<file path="src/logic/cic_pkg.sv">
// Constants, types and register map of the core interrupt controller.
// Assumes one clock, clk_sys, and the plain register port of the core.
//
// Summary of operation
// - Flags latch regardless of any mask bit
// - Control bit 7 is global enable
// - Enabled flag with mask vectors immediately
// - Every reset clears the global enable
// - Return op pops address, sets global enable
// - Service clears enable, pushes, jumps 0004h
// - Peripheral flags gated by peripheral gate
// - Pin and port latency three-four cycles awake, five from sleep
// - Pin edge polarity from option bit 6
// - Pin edge sets bit 1, mask bit 4
// - Masked pin edge wakes core from sleep
// - Timer rollover FFh to 00h sets bit 2
// - Timer overflow mask is bit 5
// - Upper port change sets bit 0, mask 3
// - Up to nine flagged, individually enabled sources
// - Wake with enable vectors, else next instruction
// - Enabled request wakes regardless of global enable
// - Pending request makes sleep a no-operation
package cic_pkg;

  // --------------------------------------------------------------
  // Register map
  // --------------------------------------------------------------
  localparam logic [2:0] ADDR_IRQ_CONTROL   = 3'h0;
  localparam logic [2:0] ADDR_OPTION_CONFIG = 3'h1;
  localparam logic [2:0] ADDR_PERIPH_FLAG   = 3'h2;
  localparam logic [2:0] ADDR_PERIPH_MASK   = 3'h3;
  localparam logic [2:0] ADDR_CORE_STATUS   = 3'h4;

  // --------------------------------------------------------------
  // Field positions
  // --------------------------------------------------------------
  localparam int BIT_PORT_FLAG   = 0;
  localparam int BIT_EXT_FLAG    = 1;
  localparam int BIT_TIMER_FLAG  = 2;
  localparam int BIT_PORT_MASK   = 3;
  localparam int BIT_EXT_MASK    = 4;
  localparam int BIT_TIMER_MASK  = 5;
  localparam int BIT_PERIPH_GATE = 6;
  localparam int BIT_GLOBAL_EN   = 7;
  localparam int BIT_EDGE_SELECT = 6;

  // --------------------------------------------------------------
  // Reset values and constants
  // --------------------------------------------------------------
  localparam logic [7:0]  RST_IRQ_CONTROL   = 8'h00;
  localparam logic [7:0]  RST_OPTION_CONFIG = 8'hff;
  localparam logic [7:0]  RST_PERIPH        = 8'h00;
  localparam logic [12:0] IRQ_VECTOR        = 13'h0004;
  localparam logic [7:0]  TIMER_TOP         = 8'hff;
  localparam int          PERIPH_SOURCES    = 6;
  // Sync stages plus one qualify cycle give three or four cycles
  localparam int          SYNC_STAGES       = 2;

  // --------------------------------------------------------------
  // Types
  // --------------------------------------------------------------
  typedef enum logic [1:0] {
    CIC_RUN,
    CIC_SLEEP,
    CIC_VECTOR
  } cic_state_t;

  typedef struct packed {
    logic        valid;
    logic [12:0] target_pc;
    logic        push;
  } cic_jump_t;

  typedef struct packed {
    logic       wr;
    logic       rd;
    logic [2:0] addr;
    logic [7:0] wdata;
  } cic_bus_t;

endpackage

</file>
<file path="src/logic/cic_sync.sv">
// Two flip-flop synchroniser for a group of pin inputs.
// Assumes asynchronous inputs and the system clock.
`timescale 1ns/1ps
module cic_sync #(
  parameter int WIDTH = 5
) (
  input  wire logic             clk_sys,
  input  wire logic             reset_n,
  input  wire logic [WIDTH-1:0] async_in,
  output logic      [WIDTH-1:0] sync_out
);

  logic [WIDTH-1:0] meta_q;

  // ------------------------------------------------------------
  // Two stages, only the second is read
  // ------------------------------------------------------------
  always_ff @(posedge clk_sys) begin
    if (!reset_n) begin
      meta_q   <= '0;
      sync_out <= '0;
    end else begin
      meta_q   <= async_in;
      sync_out <= meta_q;
    end
  end

endmodule

</file>
<file path="src/logic/cic_top.sv">
// Interrupt controller for the small core: flags, masks, sleep, vector.
// Assumes the core sequencer runs on clk_sys, one instruction per cycle
// as seen here, that peripherals pulse their events and that the timer presents its count.
//
// The placing of the registers and the plain strobed port were chosen for this implementation.
`timescale 1ns/1ps
module cic_top #(
  parameter int NPERIPH = cic_pkg::PERIPH_SOURCES
) (
  input  wire logic               clk_sys,
  input  wire logic               reset_n,
  input  wire logic [2:0]         reg_addr,
  input  wire logic [7:0]         reg_wdata,
  input  wire logic               reg_wr,
  input  wire logic               reg_rd,
  output logic      [7:0]         reg_rdata,
  input  wire logic               ext_irq_pin,
  input  wire logic [3:0]         upper_port,
  input  wire logic [7:0]         eight_bit_timer,
  input  wire logic [NPERIPH-1:0] periph_event,
  input  wire logic               sleep_op,
  input  wire logic               return_from_irq_op,
  input  wire logic [12:0]        pc_next,
  input  wire logic               vector_ack,
  output logic                    irq_req,
  output logic                    core_asleep,
  output logic                    sleep_as_nop,
  output logic                    sleep_taken,
  output logic                    wake_pulse,
  output logic                    jump_valid,
  output logic [12:0]             jump_pc,
  output logic                    stack_push,
  output logic                    stack_pop
);

  // ------------------------------------------------------------
  // Declarations
  // ------------------------------------------------------------
  cic_pkg::cic_state_t    state_q;
  cic_pkg::cic_jump_t     jump_d;
  cic_pkg::cic_bus_t      bus;
  logic [7:0]             irq_control_q;
  logic [7:0]             option_config_q;
  logic [NPERIPH-1:0]     periph_flag_q;
  logic [NPERIPH-1:0]     periph_mask_q;
  logic [4:0]             pins_s;
  logic                   ext_s_q;
  logic [3:0]             port_s_q;
  logic [7:0]             timer_q;
  logic                   ext_edge;
  logic                   port_change;
  logic                   timer_wrap;
  logic                   pending;
  logic [2:0]             core_flag_v;
  logic [2:0]             core_mask_v;
  logic [2:0]             core_hit_v;
  logic                   take_irq;
  logic                   global_irq_enable;
  logic                   peripheral_irq_gate;
  logic                   ext_edge_select;

  assign bus = '{wr: reg_wr, rd: reg_rd, addr: reg_addr, wdata: reg_wdata};
  assign global_irq_enable   = irq_control_q[cic_pkg::BIT_GLOBAL_EN];
  assign peripheral_irq_gate = irq_control_q[cic_pkg::BIT_PERIPH_GATE];
  assign ext_edge_select     = option_config_q[cic_pkg::BIT_EDGE_SELECT];

  // ------------------------------------------------------------
  // Pin synchronisation and event detection
  // ------------------------------------------------------------
  cic_sync #(
    .WIDTH(5)
  ) u_sync (
    .clk_sys (clk_sys),
    .reset_n (reset_n),
    .async_in({upper_port, ext_irq_pin}),
    .sync_out(pins_s)
  );

  // Previous-value registers; reset values mimic a quiet pin
  always_ff @(posedge clk_sys) begin
    if (!reset_n) begin
      ext_s_q  <= 1'b0;
      port_s_q <= 4'h0;
      timer_q  <= 8'h00;
    end else begin
      ext_s_q  <= pins_s[0];
      port_s_q <= pins_s[4:1];
      timer_q  <= eight_bit_timer;
    end
  end

  // Rising when select is one, falling when zero
  assign ext_edge = ext_edge_select ? (pins_s[0] & ~ext_s_q)
                                    : (~pins_s[0] & ext_s_q);
  assign port_change = |(pins_s[4:1] ^ port_s_q);
  assign timer_wrap  = (timer_q == cic_pkg::TIMER_TOP) &&
                       (eight_bit_timer == 8'h00);

  // ------------------------------------------------------------
  // Request combining
  // ------------------------------------------------------------
  // Core sources in bit order: port change, pin, timer overflow
  // Flags and masks share one register, so no stale hit on a write
  assign core_flag_v = {irq_control_q[cic_pkg::BIT_TIMER_FLAG],
                        irq_control_q[cic_pkg::BIT_EXT_FLAG],
                        irq_control_q[cic_pkg::BIT_PORT_FLAG]};
  assign core_mask_v = {irq_control_q[cic_pkg::BIT_TIMER_MASK],
                        irq_control_q[cic_pkg::BIT_EXT_MASK],
                        irq_control_q[cic_pkg::BIT_PORT_MASK]};

  generate
    for (genvar c = 0; c < 3; c++) begin : g_core
      // Mask gates the request only, never the flag
      assign core_hit_v[c] = core_flag_v[c] & core_mask_v[c];
    end
  endgenerate

  // Core flags with own masks, peripherals behind the gate
  assign pending = (|core_hit_v) |
                   (peripheral_irq_gate &
                    |(periph_flag_q & periph_mask_q));

  // Only the CIC_RUN state is further required once enable and mask agree
  assign take_irq = pending && global_irq_enable &&
                    (state_q == cic_pkg::CIC_RUN);

  // ------------------------------------------------------------
  // Interrupt control register
  // ------------------------------------------------------------
  always_ff @(posedge clk_sys) begin
    if (!reset_n) begin
      irq_control_q <= cic_pkg::RST_IRQ_CONTROL;
    end else begin
      if (bus.wr && bus.addr == cic_pkg::ADDR_IRQ_CONTROL) begin
        irq_control_q <= bus.wdata;
      end
      // Entering the routine wins over a same-cycle write
      if (take_irq) begin
        irq_control_q[cic_pkg::BIT_GLOBAL_EN] <= 1'b0;
      end else if (return_from_irq_op) begin
        irq_control_q[cic_pkg::BIT_GLOBAL_EN] <= 1'b1;
      end
      // Events set flags regardless of masks; set beats clear
      if (port_change) begin
        irq_control_q[cic_pkg::BIT_PORT_FLAG] <= 1'b1;
      end
      if (ext_edge) begin
        irq_control_q[cic_pkg::BIT_EXT_FLAG] <= 1'b1;
      end
      if (timer_wrap) begin
        irq_control_q[cic_pkg::BIT_TIMER_FLAG] <= 1'b1;
      end
    end
  end

  // ------------------------------------------------------------
  // Option register
  // ------------------------------------------------------------
  always_ff @(posedge clk_sys) begin
    if (!reset_n) begin
      option_config_q <= cic_pkg::RST_OPTION_CONFIG;
    end else if (bus.wr && bus.addr == cic_pkg::ADDR_OPTION_CONFIG) begin
      option_config_q <= bus.wdata;
    end
  end

  // ------------------------------------------------------------
  // Peripheral flag and mask registers
  // ------------------------------------------------------------
  always_ff @(posedge clk_sys) begin
    if (!reset_n) begin
      periph_mask_q <= cic_pkg::RST_PERIPH[NPERIPH-1:0];
    end else if (bus.wr && bus.addr == cic_pkg::ADDR_PERIPH_MASK) begin
      periph_mask_q <= bus.wdata[NPERIPH-1:0];
    end
  end

  // Three core plus up to six peripheral sources make nine
  generate
    for (genvar i = 0; i < NPERIPH; i++) begin : g_pflag
      always_ff @(posedge clk_sys) begin
        if (!reset_n) begin
          periph_flag_q[i] <= 1'b0;
        end else if (periph_event[i]) begin
          periph_flag_q[i] <= 1'b1;
        end else if (bus.wr && bus.addr == cic_pkg::ADDR_PERIPH_FLAG) begin
          periph_flag_q[i] <= bus.wdata[i];
        end
      end
    end
  endgenerate

  // ------------------------------------------------------------
  // Sleep, wake and vector sequencing
  // ------------------------------------------------------------
  // Vector is issued one cycle after the request is seen;
  // with two sync stages the pin-to-jump path is three or four
  // cycles while the core runs; from sleep the wake cycle comes first, making five.
  always_ff @(posedge clk_sys) begin
    if (!reset_n) begin
      state_q <= cic_pkg::CIC_RUN;
    end else begin
      case (state_q)
        cic_pkg::CIC_RUN: begin
          if (take_irq) begin
            state_q <= cic_pkg::CIC_VECTOR;
          end else if (sleep_op && !pending) begin
            state_q <= cic_pkg::CIC_SLEEP;
          end
        end
        cic_pkg::CIC_SLEEP: begin
          // Wake does not look at the global enable
          if (pending) begin
            state_q <= cic_pkg::CIC_RUN;
          end
        end
        cic_pkg::CIC_VECTOR: begin
          if (vector_ack) begin
            state_q <= cic_pkg::CIC_RUN;
          end
        end
        default: state_q <= cic_pkg::CIC_RUN;
      endcase
    end
  end

  always_comb begin
    jump_d = '{valid: 1'b0, target_pc: pc_next, push: 1'b0};
    if (take_irq) begin
      jump_d = '{valid: 1'b1, target_pc: cic_pkg::IRQ_VECTOR,
                 push: 1'b1};
    end
  end

  // ------------------------------------------------------------
  // Registered outputs to the core
  // ------------------------------------------------------------
  always_ff @(posedge clk_sys) begin
    if (!reset_n) begin
      irq_req      <= 1'b0;
      core_asleep  <= 1'b0;
      sleep_as_nop <= 1'b0;
      sleep_taken  <= 1'b0;
      wake_pulse   <= 1'b0;
      jump_valid   <= 1'b0;
      jump_pc      <= 13'h0000;
      stack_push   <= 1'b0;
      stack_pop    <= 1'b0;
    end else begin
      irq_req      <= pending & global_irq_enable;
      core_asleep  <= (state_q == cic_pkg::CIC_SLEEP) && !pending;
      // Pending request turns sleep into a no-operation
      sleep_as_nop <= sleep_op && pending &&
                      (state_q == cic_pkg::CIC_RUN);
      sleep_taken  <= sleep_op && !pending && !take_irq &&
                      (state_q == cic_pkg::CIC_RUN);
      wake_pulse   <= (state_q == cic_pkg::CIC_SLEEP) && pending;
      jump_valid   <= jump_d.valid;
      jump_pc      <= jump_d.target_pc;
      stack_push   <= jump_d.push;
      stack_pop    <= return_from_irq_op;
    end
  end

  // ------------------------------------------------------------
  // Register read port, data one cycle after strobe
  // ------------------------------------------------------------
  // Software must clear flags before the return op; not enforced.
  always_ff @(posedge clk_sys) begin
    if (!reset_n) begin
      reg_rdata <= 8'h00;
    end else if (bus.rd) begin
      case (bus.addr)
        cic_pkg::ADDR_IRQ_CONTROL:   reg_rdata <= irq_control_q;
        cic_pkg::ADDR_OPTION_CONFIG: reg_rdata <= option_config_q;
        cic_pkg::ADDR_PERIPH_FLAG:
          reg_rdata <= 8'({periph_flag_q});
        cic_pkg::ADDR_PERIPH_MASK:
          reg_rdata <= 8'({periph_mask_q});
        cic_pkg::ADDR_CORE_STATUS:
          reg_rdata <= {5'h00, pending,
                        state_q == cic_pkg::CIC_VECTOR,
                        state_q == cic_pkg::CIC_SLEEP};
        default: reg_rdata <= 8'h00;
      endcase
    end else begin
      reg_rdata <= 8'h00;
    end
  end

endmodule

</file>
<file path="config.mk">
export PLATFORM = sky130hd
export DESIGN_NAME = cic_top
export DESIGN_NICKNAME = d
export VERILOG_FILES = /design/src/logic/cic_pkg.sv /design/src/logic/cic_sync.sv /design/src/logic/cic_top.sv
export SDC_FILE = /design/constraint.sdc
export NUM_CORES = 1
export LEC_CHECK = 0
export BUFFER_PORTS_ARGS = -buffer_cell sky130_fd_sc_hd__clkbuf_2
export CAP_MARGIN = 10
export CORE_AREA = 8 8 89 91
export CTS_CLUSTER_SIZE = 25
export DETAILED_ROUTE_END_ITERATION = 16
export DIE_AREA = 0 0 97 99
export GPL_ROUTABILITY_DRIVEN = 0
export PLACE_DENSITY_LB_ADDON = 0.3
export RECOVER_POWER = 100
export SLEW_MARGIN = 20
export SYNTH_ARGS = -nofsm -noshare
export SYNTH_HDL_FRONTEND = slang
export SYNTH_SLANG_ARGS = --single-unit
</file>
<file path="constraint.sdc">
create_clock -name clk_sys -period 1.4 [get_ports clk_sys]
set_input_delay 0.42 -clock clk_sys [delete_from_list [all_inputs] [get_ports clk_sys]]
set_output_delay 0.42 -clock clk_sys [all_outputs]
set_load 0.05 [all_outputs]
</file>
# Yosys cells after proc, flatten, opt, wreduce, memory -nomap -nowiden
# Index checks and enable logic that the tools add are counted.
[totals]
output_inout_bits = 29
inputBits = 50
reg_bits = 82
[op_classes]
n_reduce_logical = 35
mux = 25
n_bitwise = 13
n_eq_ne = 10
[ops]
columns = ["op", "n"]
rows = [
  ["$pmux 8 s5", 1],
  ["$reduce_bool 2->1", 10],
  ["$mux 1", 17],
  ["$mux 15", 1],
  ["$logic_and 1x1->1", 14],
  ["$eq 8x8->1 const B", 1],
  ["$logic_not 8->1", 1],
  ["$mux 2", 4],
  ["$mux 8", 1],
  ["$and 1x1->1", 7],
  ["$and 6x6->6", 1],
  ["$eq 3x2->1 const B", 2],
  ["$pmux 2 s3", 1],
  ["$reduce_or 6->1", 1],
  ["$ne 2x2->1 const B", 2],
  ["$reduce_or 4->1", 1],
  ["$xor 4x4->4", 1],
  ["$eq 3x1->1 const B", 1],
  ["$eq 3x3->1 const B", 1],
  ["$logic_not 3->1", 1],
  ["$ne 3x2->1 const B", 1],
  ["$not 1->1", 3],
  ["$reduce_and 3->1", 1],
  ["$reduce_or 3->1", 1],
  ["7 further kinds", 8],
]

# Logic depth before layout (Yosys ltp)
[logic_depth]
word_depth = 9
depth_mapped = 6
ltp_nobuf = 4

# Modules after synthesis
# From an unflattened synthesis, not the netlist that was laid out.
[hier_totals]
cells_unflattened = 270
area_unflattened_um2 = 2956.6
[by_module_without_submodules]
columns = ["mod", "n_inst", "cells_per_inst", "seq_area_each_um2", "area_each_um2"]
rows = [
  ["cic_top", 1, 250, 1421.4, 2693.8],
  ["cic_sync", 1, 20, 200.2, 262.8],
]

# Worst setup path after synthesis
# Ideal clock, no wire load.
[synth_timing]
path_type = "input to register"
startpoint = "in reg_wr"
endpoint = "reg periph_flag_q[0]"
cell_stages = 5
path_slack_ps = -73
t_required_ps = 1285
t_arrival_ps = 1358
path_cell_list = "nor2b_1 > and3b_1 > buf_2 > mux2_2 > o21a_1"
[synth_via]
elab_chain_len = 2
[synth_lines]
columns = ["item", "line_no", "rtl"]
rows = [
  ["from (decl)", "cic_top.sv:14", "input wire logic reg_wr,"],
  ["$logic_and 1x1->1", "cic_top.sv:186", "end else if (bus.wr && bus.addr == cic_pkg::ADDR_PERIPH_FLAG) begin"],
  ["$reduce_bool 2->1 (no line)", "-", ""],
  ["to (signal, indexed assignment)", "cic_top.sv:187", "periph_flag_q[i] <= bus.wdata[i];"],
  ["to (decl)", "cic_top.sv:44", "logic [NPERIPH-1:0] periph_flag_q;"],
]
# No other way between the ends.
# A chain may end at the register's enable or synchronous reset.

# Final worst setup path
[layout_timing]
startpoint = "reg irq_control_q[0]"
endpoint = "reg jump_pc[0]"
[layout_via]
elab_chain_len = 6
[layout_lines]
columns = ["item", "line_no", "rtl"]
rows = [
  ["from (decl)", "cic_top.sv:42", "logic [7:0] irq_control_q;"],
  ["from (signal assigned)", "cic_top.sv:132", "irq_control_q <= cic_pkg::RST_IRQ_CONTROL;"],
  ["from (signal assigned)", "cic_top.sv:135", "irq_control_q <= bus.wdata;"],
  ["$and 1x1->1", "cic_top.sv:114", "assign core_hit_v[c] = core_flag_v[c] & core_mask_v[c];"],
  ["$reduce_or 3->1", "cic_top.sv:119", "assign pending = (|core_hit_v) |"],
  ["$or 1x1->1", "cic_top.sv:119", ""],
  ["$logic_and 1x1->1 (2 in a row)", "cic_top.sv:124", "assign take_irq = pending && global_irq_enable &&"],
  ["$reduce_or 2->1 (no line)", "-", ""],
  ["to (signal assigned)", "cic_top.sv:259", "jump_pc <= jump_d.target_pc;"],
  ["to (decl)", "cic_top.sv:31", "output logic [12:0] jump_pc,"],
]
# No other way between the ends.

==> flow_summary.toml <==
[yosys]
yosys_warnings = 0
syn_inst = 269
ys_types = 39
yosysSeqAreaShare_pct = 54.32
synthTopCellsByArea = "dfxtp_1 54%, mux2i_1 10%, and2_1 7.8%"
synth_fp_nets = 319
netlist_area_um2 = 2985
synth_area_leader_cell = "dfxtp_1"
ys_seq_elements = 81
synth.avg_cell_area_um2 = 11.10
yosys.area.top_type_share_pct = 54.32

[timing]
finalSetupViolations = 12
maxSlewViolCount = 0
period_needed_ns = 1.409
finClkSkew_ns = 0.006306
max_freq_ghz = 0.7096
slew_headroom_pct = 72.00
worst_pin_slew_ns = 0.4162
hold_viol = 0
fin_crit_sh_pct = 100.7
worst_slack_ns = -0.009183
rsz0062_at_grt = "yes"
final.setup.tns_ns = -0.05325
worst_hold_slack_ns = 0.2665

[setup_path]
worstPathMaxFanout = 13
crit_slowest_cell = "a222oi_1"
start_kind = "flop"
reg2reg_slack_ns = -0.009
cp.required_ns = 1.69
endpoint_kind = "flop"
crit_arrival_ns = 1.70
critical_path_class = "flop to flop"
slowest_delay_ns = 0.36
cp_top_family = "compound AO/OA/AOI/OAI gates"
crit_path_cell_trace = "a222oi_1, buf_4, o41ai_2, a31oi_2, buf_6, and2_1"
crit_buf_inv = 2

[grt]
grt_overflow = 0
grt_max_degree = 42
grtUsageTotal_pct = 13.71
grt_pass1_wl_um = 10720
antenna_found_initial = 0
grt_pass1_vias = 2317

[cts]
path_clk_slew_ns = 0.08
cts_tree = "built"
postCtsSetupRepairBufs = 0
cts_hold_buf = 0
cts_max_path_buffers = 2
clkSinkCount = 81
h-tree-depth = 3
clock-root-buffer = "clkbuf_8"
clk_latency_ns = 0.34
numCtsBuffers = 9

[power]
power.density_nw_per_um2 = 1268
leakage_nw = 1.814
ir_drop_mv = 0.8226
power.total_mw = 5.015

[place]
hpwl_um = 4818
dpl_cell_area_um2 = 3711
dp_slack_ns = -0.2197
portBuffers = 78
placed_cells = 449

[run_status]
violations = "negative setup slack"
outcome = "finished with violations"

[route]
vias = 2210
wl_per_cell_um = 14.02
ant_nets = 0
via_per_inst = 4.753
wl_um = 6518
drcViolationCount = 0
drtIter0Drc = 99
firstDrtPassIters = 4

[floorplanning]
die_w_um = 97
dieArea_um2 = 9603
core_area_um2 = 6569
ios = 79
initial_utilization_pct = 45.45
die_y_um = 99
rows = 30

[finish]
layout-drive-gt1-share_pct = 39.22
diodes = 0
syn2layout_area_growth_pct = 32.48
fillers = 545
final_util_pct = 60.21
layout_commonest_cell = "dfxtp_1"
fin_cells = 465
nNetsFinal = 430
final_cell_mix = "79 x dfxtp_1, 73 x clkbuf_2, 31 x mux2i_1, 30 x and2_1, 29 x buf_4"
final_cell_area_um2 = 3955

[job]
max-cap-violations = 0

[min_path]
min_path_type = "input port to flop"
worst register-to-register path: stages (launching register included):
cell and delay (ns):
dfxtp_2 0.32, a222oi_1 0.36, buf_4 0.18, o41ai_2 0.06, a31oi_2 0.16, buf_6 0.16, and2_1 0.13
path summary, 6_finish.rpt:
check	startpoint	endpoint	depth (start not counted)
worst max-delay path	irq_control_q[0]	jump_pc[0]	6
worst min-delay path	pc_next[12]	jump_pc[12]	2
worst max register to register	irq_control_q[0]	jump_pc[0]	6
worst min register to register	u_sync.meta_q[2]	u_sync.sync_out[2]	1
flip-flops by register name, indices dropped and copies added, names as in the netlist, 2 cells and up:
name             cells
option_config_q      8
u_sync.meta_q        5
periph_flag_q        6
jump_pc             13
irq_control_q        8
periph_mask_q        6
state_q              2
reg_rdata            8
u_sync.sync_out      5
timer_q              8
port_s_q             4
logic make-up (layout without fill, tap and decap cells):
group | count (synthesis) | in the layout | share of synthesized area (%)
compound gates | 28 | 28 | 7.209
buf+inv | 18 | 134 | 3.018
xor+xnor | 4 | 4 | 1.173
mux | 40 | 40 | 14.54
flops | 81 | 81 | 54.32
simple gates | 98 | 98 | 19.74
timing repair:
item / in CTS / in global routing
setup endpoints to repair: 14 / 31
pin swaps: 1 / 1
resized for setup: 4 / 17
gates cloned: 0 / 0
power breakdown:
part	total, mW	switching (mW)	internal (mW)
sequential	2.43	0.0364	2.40
clock	2.03	0.838	1.19
combinational	0.549	0.302	0.247
total	5.01	1.18	3.84
cells in the mapped netlist (all sizes together):
library cell,n
nand2,9
buf,10
nand2b,2
o21ai,2
a31oi,2
and3b,2
nand3,4
a21boi,3
clkbuf,6
and3,2
a21o,1
or2,1
nand4,2
a22oi,3
and2,37
nor4,5
nor4b,4
o21a,7
mux2i,31
nor3b,2
o22a,4
inv,2
o41ai,1
nor4bb,1
a21oi,2
nor2,12
nand3b,1
mux2,7
a22o,2
dfxtp,81
xor2,4
mux4,2
nor2b,14
a222oi,1
metal layers:
layer / track usage [%] / share of wire, %
met1: 15.61 / 45
met3: 5.248 / 6.1
met4: 5.799 / 1.6
met2: 22.45 / 48
met5: 0 / 0
area by class of cell:
cell class / instances / area, um^2 / area share (%)
Tap cell: 80 / 100.1 / 2.531
Timing Repair Buffer: 116 / 665.6 / 16.83
Inverter: 2 / 7.507 / 0.1898
Multi-Input combinational cell: 170 / 1315 / 33.25
Clock buffer: 10 / 127.6 / 3.227
Clock inverter: 6 / 115.1 / 2.910
Sequential cell: 81 / 1624 / 41.06
(Power assumes the default switching activity.)
